$ cat config.mk
export PLATFORM = sky130hd
export DESIGN_NAME = usa_top
export DESIGN_NICKNAME = d
export VERILOG_FILES = /design/src/common/usa_pkg.sv /design/src/logic/usa_irq.sv /design/src/logic/usa_queue.sv /design/src/logic/usa_top.sv
export SDC_FILE = /design/constraint.sdc
export NUM_CORES = 1
export LEC_CHECK = 0
export ABC_AREA = 0
export BUFFER_PORTS_ARGS = -buffer_cell sky130_fd_sc_hd__buf_2
export CAP_MARGIN = 40
export CORE_MARGIN = 2
export CORE_UTILIZATION = 51
export CTS_CLUSTER_DIAMETER = 100
export DETAILED_ROUTE_END_ITERATION = 16
export PLACE_DENSITY = 0.7
export SYNTH_ARGS = -nofsm -noshare
export SYNTH_HDL_FRONTEND = slang
export SYNTH_HIERARCHICAL = 1
export SYNTH_SLANG_ARGS = --single-unit
$ cat constraint.sdc
create_clock -name i_clk -period 8.63 [get_ports i_clk]
set_clock_uncertainty 0.2 [all_clocks]
set_input_delay 1.2945 -clock i_clk [delete_from_list [all_inputs] [get_ports i_clk]]
set_output_delay 1.2945 -clock i_clk [all_outputs]
set_load 0.005 [all_outputs]
$ cat src/common/usa_pkg.sv
// Constants, field layouts and carriers of the UART shadow data access block
package usa_pkg;
   // ****************************************************************
   // Widths and sizes
   // ****************************************************************
   localparam int ADDR_W         = 32;
   localparam int DATA_W         = 32;
   localparam int BYTE_W         = 8;
   localparam int FIFO_DEPTH_DEF = 16;
   localparam int IRQ_W          = 3;

   // ****************************************************************
   // Address map
   // ****************************************************************
   localparam logic [ADDR_W-1:0] SHADOW_RX_TX_DATA_12 = 32'h5000_1160;
   localparam logic [ADDR_W-1:0] SHADOW_RX_TX_DATA_13 = 32'h5000_1164;
   localparam logic [ADDR_W-1:0] SHADOW_STEP          = 32'h0000_0004;
   localparam logic [ADDR_W-1:0] SHADOW_12_INDEX      = 32'h0000_000C;
   localparam logic [ADDR_W-1:0] SHADOW_BASE          = SHADOW_RX_TX_DATA_12 - SHADOW_12_INDEX * SHADOW_STEP;
   localparam logic [ADDR_W-1:0] SHADOW_SPAN          = 32'h0000_0040;
   localparam logic [ADDR_W-1:0] REG_CTRL             = 32'h5000_1100;
   localparam logic [ADDR_W-1:0] REG_LINE_STATUS      = 32'h5000_1104;
   localparam logic [ADDR_W-1:0] REG_IRQ_STATUS       = 32'h5000_1108;
   localparam logic [ADDR_W-1:0] REG_IRQ_MASK         = 32'h5000_110C;

   // ****************************************************************
   // Field positions and reset values
   // ****************************************************************
   localparam int CTRL_FIFO_EN_BIT  = 0;
   localparam int CTRL_IR_MODE_BIT  = 1;
   localparam int LS_DATA_READY_BIT = 0;
   localparam int LS_OVERRUN_BIT    = 1;
   localparam int LS_TX_EMPTY_BIT   = 5;
   localparam int LS_TX_FULL_BIT    = 8;
   localparam int IRQ_OVERRUN_BIT   = 0;
   localparam int IRQ_RX_DATA_BIT   = 1;
   localparam int IRQ_TX_DRAIN_BIT  = 2;
   localparam logic [DATA_W-1:0] RDATA_RESET = 32'h0000_0000;
   localparam logic [BYTE_W-1:0] BYTE_RESET  = 8'h00;

   // ****************************************************************
   // Carriers
   // ****************************************************************
   typedef struct packed {
      logic fifo_en;
      logic ir_mode;
   } usa_ctrl_t;

   typedef struct packed {
      usa_ctrl_t               ctrl;
      logic                    overrun;
      logic [BYTE_W-1:0]       tx_byte;
      logic                    ser_tx_valid;
      logic                    ir_tx_valid;
      logic [DATA_W-1:0]       rdata;
   } usa_top_state_t;

   // Any of the sixteen aliased shadow words
   function automatic logic usa_is_shadow(input logic [ADDR_W-1:0] addr);
      logic [ADDR_W-1:0] off;
      off = addr - SHADOW_BASE;
      return (addr >= SHADOW_BASE) && (off < SHADOW_SPAN) && (off[1:0] == 2'h0);
   endfunction
endpackage

$ cat src/logic/usa_irq.sv
// Sticky event status with mask and one level interrupt
`timescale 1ns/1ps
`default_nettype none
module usa_irq
   import usa_pkg::*;
#(
   parameter int NUM = IRQ_W
) (
   // Clock and reset
   input  wire logic           i_clk,
   input  wire logic           i_rst_n,
   // Events and register writes
   input  wire logic [NUM-1:0] i_event,
   input  wire logic           i_wr_status,
   input  wire logic           i_wr_mask,
   input  wire logic [NUM-1:0] i_wdata,
   // State
   output logic      [NUM-1:0] o_status,
   output logic      [NUM-1:0] o_mask,
   output logic                o_irq
);
   if (NUM < 1 || NUM > DATA_W) begin : g_bad_num
      $error("usa_irq: NUM out of range");
   end

   typedef struct packed {
      logic [NUM-1:0] status;
      logic [NUM-1:0] mask;
      logic           irq;
   } usa_irq_state_t;

   usa_irq_state_t s_reg;
   usa_irq_state_t s_next;

   always_comb begin
      s_next = s_reg;
      // Write one clears; a same-cycle event wins
      if (i_wr_status) begin
         s_next.status = s_reg.status & ~i_wdata;
      end
      s_next.status = s_next.status | i_event;
      if (i_wr_mask) begin
         s_next.mask = i_wdata;
      end
      s_next.irq = |(s_next.status & s_next.mask);
   end

   always_ff @(posedge i_clk or negedge i_rst_n) begin
      if (!i_rst_n) begin
         s_reg <= '0;
      end else begin
         s_reg <= s_next;
      end
   end

   assign o_status = s_reg.status;
   assign o_mask   = s_reg.mask;
   assign o_irq    = s_reg.irq;
endmodule
`default_nettype wire

$ cat src/logic/usa_queue.sv
// Byte queue in flip-flops with a single-entry overwrite mode
`timescale 1ns/1ps
`default_nettype none
module usa_queue
   import usa_pkg::*;
#(
   parameter int WIDTH = BYTE_W,
   parameter int DEPTH = FIFO_DEPTH_DEF
) (
   // Clock and reset
   input  wire logic                       i_clk,
   input  wire logic                       i_rst_n,
   // Control
   input  wire logic                       i_flush,
   input  wire logic                       i_single,
   // Queue ports
   input  wire logic                       i_push,
   input  wire logic [WIDTH-1:0]           i_data,
   input  wire logic                       i_pop,
   output logic      [WIDTH-1:0]           o_head,
   output logic      [$clog2(DEPTH+1)-1:0] o_count,
   output logic                            o_full,
   output logic                            o_empty,
   output logic                            o_avail
);
   localparam int PTR_W = $clog2(DEPTH);
   localparam int CNT_W = $clog2(DEPTH+1);

   if (DEPTH < 2 || WIDTH < 1) begin : g_bad_size
      $error("usa_queue: DEPTH must be at least 2 and WIDTH at least 1");
   end

   typedef struct packed {
      logic [DEPTH-1:0][WIDTH-1:0] mem;
      logic [PTR_W-1:0]            rd_ptr;
      logic [PTR_W-1:0]            wr_ptr;
      logic [CNT_W-1:0]            cnt;
      logic                        empty;
      logic                        avail;
   } usa_queue_state_t;

   usa_queue_state_t s_reg;
   usa_queue_state_t s_next;
   logic             do_pop;
   logic             push_ok;

   function automatic logic [PTR_W-1:0] bump(input logic [PTR_W-1:0] p);
      return (p == PTR_W'(DEPTH-1)) ? '0 : p + PTR_W'(1);
   endfunction

   assign o_full  = s_reg.cnt >= (i_single ? CNT_W'(1) : CNT_W'(DEPTH));
   assign o_head  = s_reg.mem[s_reg.rd_ptr];
   assign o_count = s_reg.cnt;
   assign o_empty = s_reg.empty;
   assign o_avail = s_reg.avail;

   always_comb begin
      s_next  = s_reg;
      do_pop  = i_pop && s_reg.avail;
      push_ok = i_push && (!o_full || do_pop);
      if (i_flush) begin
         s_next.rd_ptr = '0;
         s_next.wr_ptr = '0;
         s_next.cnt    = '0;
      end else begin
         // Single mode replaces the lone entry when it is still unread
         if (i_push && o_full && i_single && !do_pop) begin
            s_next.mem[s_reg.rd_ptr] = i_data;
         end else if (push_ok) begin
            s_next.mem[s_reg.wr_ptr] = i_data;
            s_next.wr_ptr            = bump(s_reg.wr_ptr);
         end
         if (do_pop) begin
            s_next.rd_ptr = bump(s_reg.rd_ptr);
         end
         if (push_ok && !do_pop) begin
            s_next.cnt = s_reg.cnt + CNT_W'(1);
         end else if (do_pop && !push_ok) begin
            s_next.cnt = s_reg.cnt - CNT_W'(1);
         end
      end
      s_next.empty = (s_next.cnt == '0);
      s_next.avail = (s_next.cnt != '0);
   end

   always_ff @(posedge i_clk or negedge i_rst_n) begin
      if (!i_rst_n) begin
         s_reg       <= '0;
         s_reg.empty <= 1'b1;
      end else begin
         s_reg <= s_next;
      end
   end
endmodule
`default_nettype wire

$ cat src/logic/usa_top.sv
// Shadow receive/transmit data access path of a UART
//
// Design decision made here: strobed register access.
`timescale 1ns/1ps
`default_nettype none
module usa_top
   import usa_pkg::*;
#(
   parameter int FIFO_DEPTH = FIFO_DEPTH_DEF
) (
   // Clock and reset
   input  wire logic              i_clk,
   input  wire logic              i_rst_n,
   // Register port
   input  wire logic [ADDR_W-1:0] i_addr,
   input  wire logic [DATA_W-1:0] i_wdata,
   input  wire logic              i_wr,
   input  wire logic              i_rd,
   output logic      [DATA_W-1:0] o_rdata,
   // Received bytes from the deserialisers
   input  wire logic              i_ser_rx_valid,
   input  wire logic [BYTE_W-1:0] i_ser_rx_byte,
   input  wire logic              i_ir_rx_valid,
   input  wire logic [BYTE_W-1:0] i_ir_rx_byte,
   // Bytes to the serialisers
   output logic                   o_ser_tx_valid,
   output logic                   o_ir_tx_valid,
   output logic      [BYTE_W-1:0] o_tx_byte,
   input  wire logic              i_tx_ready,
   // Flags to the rest of the UART
   output logic                   o_fifo_en,
   output logic                   o_rx_data_ready,
   output logic                   o_tx_holding_empty,
   output logic                   o_overrun,
   output logic                   o_irq
);
   localparam int CNT_W = $clog2(FIFO_DEPTH+1);

   if (FIFO_DEPTH < 2) begin : g_bad_depth
      $error("usa_top: FIFO_DEPTH must be at least 2");
   end

   // ****************************************************************
   // Declarations
   // ****************************************************************
   usa_top_state_t    s_reg;
   usa_top_state_t    s_next;
   logic              rd_shadow;
   logic              wr_shadow;
   logic              flush;
   logic              rx_push;
   logic [BYTE_W-1:0] rx_byte;
   logic              rx_pop;
   logic              rx_overrun;
   logic [BYTE_W-1:0] rx_head;
   logic [CNT_W-1:0]  rx_count;
   logic              rx_full;
   logic              rx_empty;
   logic              tx_push;
   logic              tx_pop;
   logic              tx_out_busy;
   logic [BYTE_W-1:0] tx_head;
   logic [CNT_W-1:0]  tx_count;
   logic              tx_full;
   logic              tx_empty;
   logic [IRQ_W-1:0]  irq_event;
   logic [IRQ_W-1:0]  irq_status;
   logic [IRQ_W-1:0]  irq_mask;

   // ****************************************************************
   // Decode
   // ****************************************************************
   assign rd_shadow = i_rd && usa_is_shadow(i_addr);
   assign wr_shadow = i_wr && usa_is_shadow(i_addr);
   // Changing the FIFO mode empties both paths so no stale bytes cross modes
   assign flush = i_wr && (i_addr == REG_CTRL) && (i_wdata[CTRL_FIFO_EN_BIT] != s_reg.ctrl.fifo_en);

   // ****************************************************************
   // Receive path
   // ****************************************************************
   assign rx_push    = s_reg.ctrl.ir_mode ? i_ir_rx_valid : i_ser_rx_valid;
   assign rx_byte    = s_reg.ctrl.ir_mode ? i_ir_rx_byte : i_ser_rx_byte;
   assign rx_pop     = rd_shadow;
   assign rx_overrun = rx_push && rx_full && !(rx_pop && !rx_empty);

   usa_queue #(
      .WIDTH (BYTE_W),
      .DEPTH (FIFO_DEPTH)
   ) u_rx_queue (
      .i_clk   (i_clk),
      .i_rst_n (i_rst_n),
      .i_flush (flush),
      .i_single(!s_reg.ctrl.fifo_en),
      .i_push  (rx_push),
      .i_data  (rx_byte),
      .i_pop   (rx_pop),
      .o_head  (rx_head),
      .o_count (rx_count),
      .o_full  (rx_full),
      .o_empty (rx_empty),
      .o_avail (o_rx_data_ready)
   );

   // ****************************************************************
   // Transmit path
   // ****************************************************************
   assign tx_push     = wr_shadow;
   assign tx_out_busy = (s_reg.ser_tx_valid || s_reg.ir_tx_valid) && !i_tx_ready;
   assign tx_pop      = !tx_out_busy && !tx_empty;

   usa_queue #(
      .WIDTH (BYTE_W),
      .DEPTH (FIFO_DEPTH)
   ) u_tx_queue (
      .i_clk   (i_clk),
      .i_rst_n (i_rst_n),
      .i_flush (flush),
      .i_single(!s_reg.ctrl.fifo_en),
      .i_push  (tx_push),
      .i_data  (i_wdata[BYTE_W-1:0]),
      .i_pop   (tx_pop),
      .o_head  (tx_head),
      .o_count (tx_count),
      .o_full  (tx_full),
      .o_empty (o_tx_holding_empty),
      .o_avail ()
   );
   assign tx_empty = o_tx_holding_empty;

   // ****************************************************************
   // Interrupts
   // ****************************************************************
   always_comb begin
      irq_event                   = '0;
      irq_event[IRQ_OVERRUN_BIT]  = rx_overrun;
      irq_event[IRQ_RX_DATA_BIT]  = rx_push && !rx_overrun;
      irq_event[IRQ_TX_DRAIN_BIT] = tx_pop && (tx_count == CNT_W'(1)) && !tx_push && !flush;
   end

   usa_irq #(
      .NUM (IRQ_W)
   ) u_irq (
      .i_clk      (i_clk),
      .i_rst_n    (i_rst_n),
      .i_event    (irq_event),
      .i_wr_status(i_wr && (i_addr == REG_IRQ_STATUS)),
      .i_wr_mask  (i_wr && (i_addr == REG_IRQ_MASK)),
      .i_wdata    (i_wdata[IRQ_W-1:0]),
      .o_status   (irq_status),
      .o_mask     (irq_mask),
      .o_irq      (o_irq)
   );

   // ****************************************************************
   // State update and register reads
   // ****************************************************************
   always_comb begin
      s_next       = s_reg;
      s_next.rdata = RDATA_RESET;
      if (i_wr && (i_addr == REG_CTRL)) begin
         s_next.ctrl.fifo_en = i_wdata[CTRL_FIFO_EN_BIT];
         s_next.ctrl.ir_mode = i_wdata[CTRL_IR_MODE_BIT];
      end
      // Output stage: mode is fixed when the byte is loaded
      if (tx_pop) begin
         s_next.tx_byte      = tx_head;
         s_next.ser_tx_valid = !s_reg.ctrl.ir_mode;
         s_next.ir_tx_valid  = s_reg.ctrl.ir_mode;
      end else if (i_tx_ready) begin
         s_next.ser_tx_valid = 1'b0;
         s_next.ir_tx_valid  = 1'b0;
      end
      // Reading line status clears overrun; a new overrun wins
      if (i_rd && (i_addr == REG_LINE_STATUS)) begin
         s_next.overrun = 1'b0;
      end
      if (rx_overrun) begin
         s_next.overrun = 1'b1;
      end
      if (rd_shadow) begin
         s_next.rdata[BYTE_W-1:0] = rx_empty ? BYTE_RESET : rx_head;
      end else if (i_rd) begin
         case (i_addr)
            REG_CTRL: begin
               s_next.rdata[CTRL_FIFO_EN_BIT] = s_reg.ctrl.fifo_en;
               s_next.rdata[CTRL_IR_MODE_BIT] = s_reg.ctrl.ir_mode;
            end
            REG_LINE_STATUS: begin
               s_next.rdata[LS_DATA_READY_BIT] = !rx_empty;
               s_next.rdata[LS_OVERRUN_BIT]    = s_reg.overrun;
               s_next.rdata[LS_TX_EMPTY_BIT]   = tx_empty;
               s_next.rdata[LS_TX_FULL_BIT]    = tx_full;
            end
            REG_IRQ_STATUS: begin
               s_next.rdata[IRQ_W-1:0] = irq_status;
            end
            REG_IRQ_MASK: begin
               s_next.rdata[IRQ_W-1:0] = irq_mask;
            end
            default: begin
               s_next.rdata = RDATA_RESET;
            end
         endcase
      end
   end

   always_ff @(posedge i_clk or negedge i_rst_n) begin
      if (!i_rst_n) begin
         s_reg <= '0;
      end else begin
         s_reg <= s_next;
      end
   end

   assign o_rdata        = s_reg.rdata;
   assign o_ser_tx_valid = s_reg.ser_tx_valid;
   assign o_ir_tx_valid  = s_reg.ir_tx_valid;
   assign o_tx_byte      = s_reg.tx_byte;
   assign o_fifo_en      = s_reg.ctrl.fifo_en;
   assign o_overrun      = s_reg.overrun;
endmodule
`default_nettype wire

==> reports/qor.csv, run 1 <==
stage,metric,value,unit
status,status,"complete, no violations",
sta,rsz0062_at_grt,false,
global_route,overflow,0,
global_route,grt_max_degree,129,
final_layout,area_delta_synth_final,10.9,%
clocking,htreeDepth,2,
setup_path,path_cells,"buf_2, or4_4, or4_1, nor4_1, o221ai_1, nor3_1, and3_1, o2bb2ai_1, a21o_2, o21a_1, a21boi_4, mux2_2",
power,peakVddDrop,143,uV
die,rows,66,
final_layout,drive_gt1_share,44.5,%
setup_path,rr_worst_depth,7,
clocking,cts_buffer_depth,3,
final_layout,final_util,57.2,%
setup_path,crit_buf_inv,1,
setup_path,cpMaxStageDelayCell,or4_1,
clocking,cts_resized,0,
clocking,cts_root_buf,clkbuf_16,
global_route,grt_pass1_vias,10500,
die,die-area,0.0342,mm^2
setup_path,end_kind,flip-flop,
sta,setup_violations,0,
placement,gp_congestion,0.894,
synthesis,synth.avg_cell_area,13.7,um^2
detailed_routing,firstDrtPassIters,5,
synthesis,syn_inst,1218,
min_path,min_from,u_tx_queue/s_reg[31],
setup_path,required,8.81,ns
clocking,post-cts-setup-buffers,0,
clocking,insertion_delay,0.51,ns
final_layout,layout.nets,1377,
die,coreArea,0.0324,mm^2
final_layout,diodes,0,
clocking,cts_buffers,35,
detailed_routing,drt_iter0_drc,573,
placement,io_buffers,86,
sta,drv_slew,0,
setup_path,path_delay_family,simple AND/OR/NAND/NOR gates,
sta,worstMarginPinSlew,0.957,ns
clocking,cts.sinks,315,
placement,hpwl,23.4,mm
sta,period_minus_slack,5.72,ns
synthesis,syn_area,0.0167,mm^2
global_route,grt.total_usage,21.4,%
sta,fin_crit_sh,66.3,%
min_path,min-delay-path-class,reg -> reg,
final_layout,fillers,2607,
detailed_routing,drcViolationCount,0,
setup_path,start_kind,input pin,
min_path,hold_path_depth,1,
global_route,grt_pass1_wl,57.7,mm
die,die_h,185,um
setup_path,critPathMaxStageDelay,0.62,ns
die,fp.dieW,185,um
min_path,min_to,u_tx_queue/s_reg[31],
synthesis,synth_warnings,6,
power,p_per_area,194,mW/mm^2
clocking,clkTransAtPathRegs,0.06,ns
setup_path,arrival,5.90,ns
setup_path,r2r-end,u_rx_queue/s_reg[27],
sta,final_hold_viol_count,0,
setup_path,r2r-start,o_fifo_en,
detailed_routing,vias_per_cell,5.84,
die,ios,134,
setup_path,critPathMaxFanout,12,
detailed_routing,wl_per_cell,20.4,um
final_layout,regArea,0.00789,mm^2
setup_path,crit_type,in -> reg,
clocking,cts_tree,built,
sta,relSlewSlack,36.2,%
detailed_routing,vias,10100,
setup_path,r2r_slack,4.95,ns
sta,fmax,175,MHz
clocking,ctsHoldBuffers,0,
global_route,antenna_found_initial,0,
detailed_routing,antenna_left,0,
sta,fin_setup_tns,0,ns
final_layout,multi_input_area,0.00818,mm^2
detailed_routing,wirelength,35.3,mm
die,start_util,51.6,%
power,power_leakage,8.37,nW
flow_run,cap_violations,0,
==> cell type report <==
cell class	count	share of cell area [%]
flip-flops and latches	315	42.6
repair buffers	101	3.35
clock inverters	10	1.07
well taps	442	2.99
clock buffers	50	5.41
multi-input cells	789	44.1
inverters	24	0.486
==> worst max path at each step <==
stage | slack, ns | end | startpoint | depth (start not counted)
global route | 2.71 | u_rx_queue/s_reg[28] | i_addr[16] | 12
global placement | 2.47 | u_rx_queue/s_reg[30] | i_addr[16] | 12
finish | 2.91 | u_rx_queue/s_reg[27] | i_addr[16] | 12
floorplan | 3.37 | u_tx_queue/o_avail | i_addr[16] | 13
CTS | 2.98 | u_rx_queue/s_reg[26] | i_addr[16] | 12
detailed placement | 2.45 | u_rx_queue/s_reg[25] | i_addr[16] | 12
==> cells in the final DEF, fill, tap and decap left out, drive strengths merged, types with 25 or more instances in the layout <==
cell type	instances
a21oi	41
buf	101
clkbuf	50
dfrtp	313
mux2	283
mux4	81
nand2	28
nand3	46
nor2	35
o21ai	25
==> per-stage QoR <==
step | std cells | hold slack, ns | power (W) | cell area [um^2] | setup slack [ns]
after floorplan | 1240 | 0.252 | 0.00195 | 16800 | 3.37
after global placement | 1667 | 0.264 | 0.00206 | 17200 | 2.47
after detailed placement | 1671 | 0.274 | 0.00209 | 17300 | 2.45
after CTS | 1731 | 0.287 | 0.00364 | 18500 | 2.98
after global routing | 1731 | 0.311 | 0.00375 | 18500 | 2.71
final | 1731 | 0.285 | 0.00360 | 18500 | 2.91
==> power by group <==
part           internal [W]  switching [W]  total [W]
clock              0.000958       0.000582    0.00154
combinational      0.000206       0.000251   0.000457
sequential          0.00154      0.0000648    0.00160
total               0.00270       0.000897    0.00360
==> layer usage <==
| metal | global-route usage, % | part of all wire (%) |
|---|---|---|
| met1 | 29.7 | 45 |
| met2 | 35.9 | 49 |
| met3 | 2.73 | 4.1 |
| met4 | 5.65 | 2.1 |
| met5 | 0 | 0 |
Note: power is estimated with default switching activity, not from simulation.
==> run 2: changes to the inputs <==
Settings changed: PLACE_DENSITY 0.7 to 0.72.
Clock period 8.63 ns to 4.95 ns, I/O delays scaled along.
==> run 2 against run 1 <==
Net effect: count of clock-buffer cells in the layout down 3; global-route usage is 1.4 points higher; highest routed layer unchanged; largest cell class unchanged; worst setup slack got worse by 2.6 ns; die area unchanged.
==> reports/qor.csv, run 2 (same netlist as run 1, synthesis figures left out) <==
stage,metric,value,unit
setup_path,rr_worst_depth,7,
sta,period_minus_slack,4.66,ns
detailed_routing,drcViolationCount,0,
detailed_routing,drt_iter0_drc,692,
clocking,clkTransAtPathRegs,0.06,ns
power,peakVddDrop,270,uV
sta,fmax,214,MHz
global_route,grt.total_usage,22.9,%
die,fp.dieW,185,um
die,rows,66,
die,die-area,0.0342,mm^2
clocking,cts.sinks,315,
clocking,cts_buffer_depth,3,
clocking,htreeDepth,2,
sta,final_hold_viol_count,0,
detailed_routing,wl_per_cell,20.9,um
setup_path,r2r-end,u_tx_queue/s_reg[64],
final_layout,multi_input_area,0.00818,mm^2
final_layout,fin_cells,1782,
sta,rsz0062_at_grt,false,
setup_path,r2r_slack,1.59,ns
placement,dp_cells,1722,
final_layout,regArea,0.00789,mm^2
global_route,grt_max_degree,106,
status,status,"complete, no violations",
flow_run,cap_violations,0,
sta,relSlewSlack,41.3,%
die,ios,134,
setup_path,r2r-start,o_fifo_en,
setup_path,required,5.15,ns
die,coreArea,0.0324,mm^2
clocking,post-cts-setup-buffers,0,
setup_path,start_kind,input pin,
global_route,overflow,0,
detailed_routing,wirelength,37.3,mm
sta,setup_violations,0,
placement,io_buffers,86,
die,start_util,51.6,%
clocking,cts_resized,0,
power,power,0.00614,W
detailed_routing,firstDrtPassIters,5,
final_layout,drive_gt1_share,46.6,%
global_route,grt_pass1_vias,11000,
setup_path,critPathMaxFanout,11,
clocking,cts_buffers,36,
sta,hold_ws,0.0324,ns
sta,worstMarginPinSlew,0.869,ns
sta,fin_crit_sh,94.2,%
placement,gp_congestion,0.884,
detailed_routing,vias_per_cell,5.93,
detailed_routing,vias,10600,
power,p_per_area,321,mW/mm^2
final_layout,mostFrequentLayoutCell,dfrtp_1,
global_route,antenna_found_initial,1,
setup_path,end_kind,flip-flop,
power,power_leakage,8.68,nW
detailed_routing,antenna_left,0,
die,die_h,185,um
final_layout,area_delta_synth_final,14.5,%
final_layout,layout.nets,1429,
clocking,cts_tree,built,
clocking,ctsHoldBuffers,0,
min_path,min-delay-path-class,in -> async,
sta,drv_slew,0,
global_route,grt_pass1_wl,60.9,mm
placement,hpwl,24.7,mm
clocking,insertion_delay,0.52,ns
final_layout,fillers,2540,
setup_path,arrival,4.86,ns
final_layout,layout_common_cells,"dfrtp_1 (311), mux2_2 (268), buf_2 (85)",
clocking,cts_root_buf,clkbuf_16,
setup_path,crit_type,in -> reg,
run 2: critical path, cell delays in order:
cell and delay, ns:
buf_2 0.12, or4_4 0.55, or4_1 0.56, o21ai_1 0.15
or4b_4 0.47, nor3_1 0.30, and3_1 0.30, o2bb2ai_1 0.22
a211o_1 0.33, nor2_1 0.11, o21ai_2 0.60, mux2_2 0.41
run 2: layer usage:
layer / vias to the layer above / part of all wire (%) / track usage, %
met5: - / 0 / 0
met4: 0 / 2.7 / 7.14
met3: 67 / 4.1 / 3.50
met2: 250 / 50 / 38.8
met1: 5551 / 43 / 30.4
li1: 4696 / - / -
run 2: area by class of cell:
cell class / instances / area share (%)
Clock inverter: 12 / 0.752
Timing Repair Buffer: 152 / 6.84
Clock buffer: 47 / 5.08
Tap cell: 442 / 2.89
Inverter: 24 / 0.471
Antenna cell: 1 / 0.0131
Sequential cell: 315 / 41.2
Multi-Input combinational cell: 789 / 42.7
run 2: metrics by stage:
| step | TNS, ns | cell area (um^2) | utilization (%) | worst slack (ns) |
|---|---|---|---|---|
| final | 0 | 19100 | 59.1 | 0.287 |
| after global routing | 0 | 19100 | 59.1 | 0.125 |
| after CTS | 0 | 19100 | 59.1 | 0.387 |
| after detailed placement | -3.31 | 18000 | 55.7 | -0.144 |
| after global placement | -1.58 | 17900 | 55.4 | -0.0982 |
| after floorplan | 0 | 16800 | - | 0.243 |
run 2: power by group:
part	total, W	internal, W	switching [W]
clock network	0.00254	0.00150	0.00104
registers	0.00283	0.00268	0.000153
logic	0.000770	0.000361	0.000409
run 2: how the worst max path moves through the flow:
stage | from | to | slack, ns
after floorplan | i_addr[16] | u_tx_queue/o_avail | 0.24
after global placement | i_addr[16] | u_rx_queue/s_reg[122] | -0.1
after detailed placement | i_addr[16] | u_rx_queue/s_reg[124] | -0.14
after CTS | i_addr[16] | u_rx_queue/s_reg[123] | 0.39
after global routing | i_addr[16] | u_rx_queue/s_reg[122] | 0.12
final | i_addr[16] | u_rx_queue/s_reg[123] | 0.29
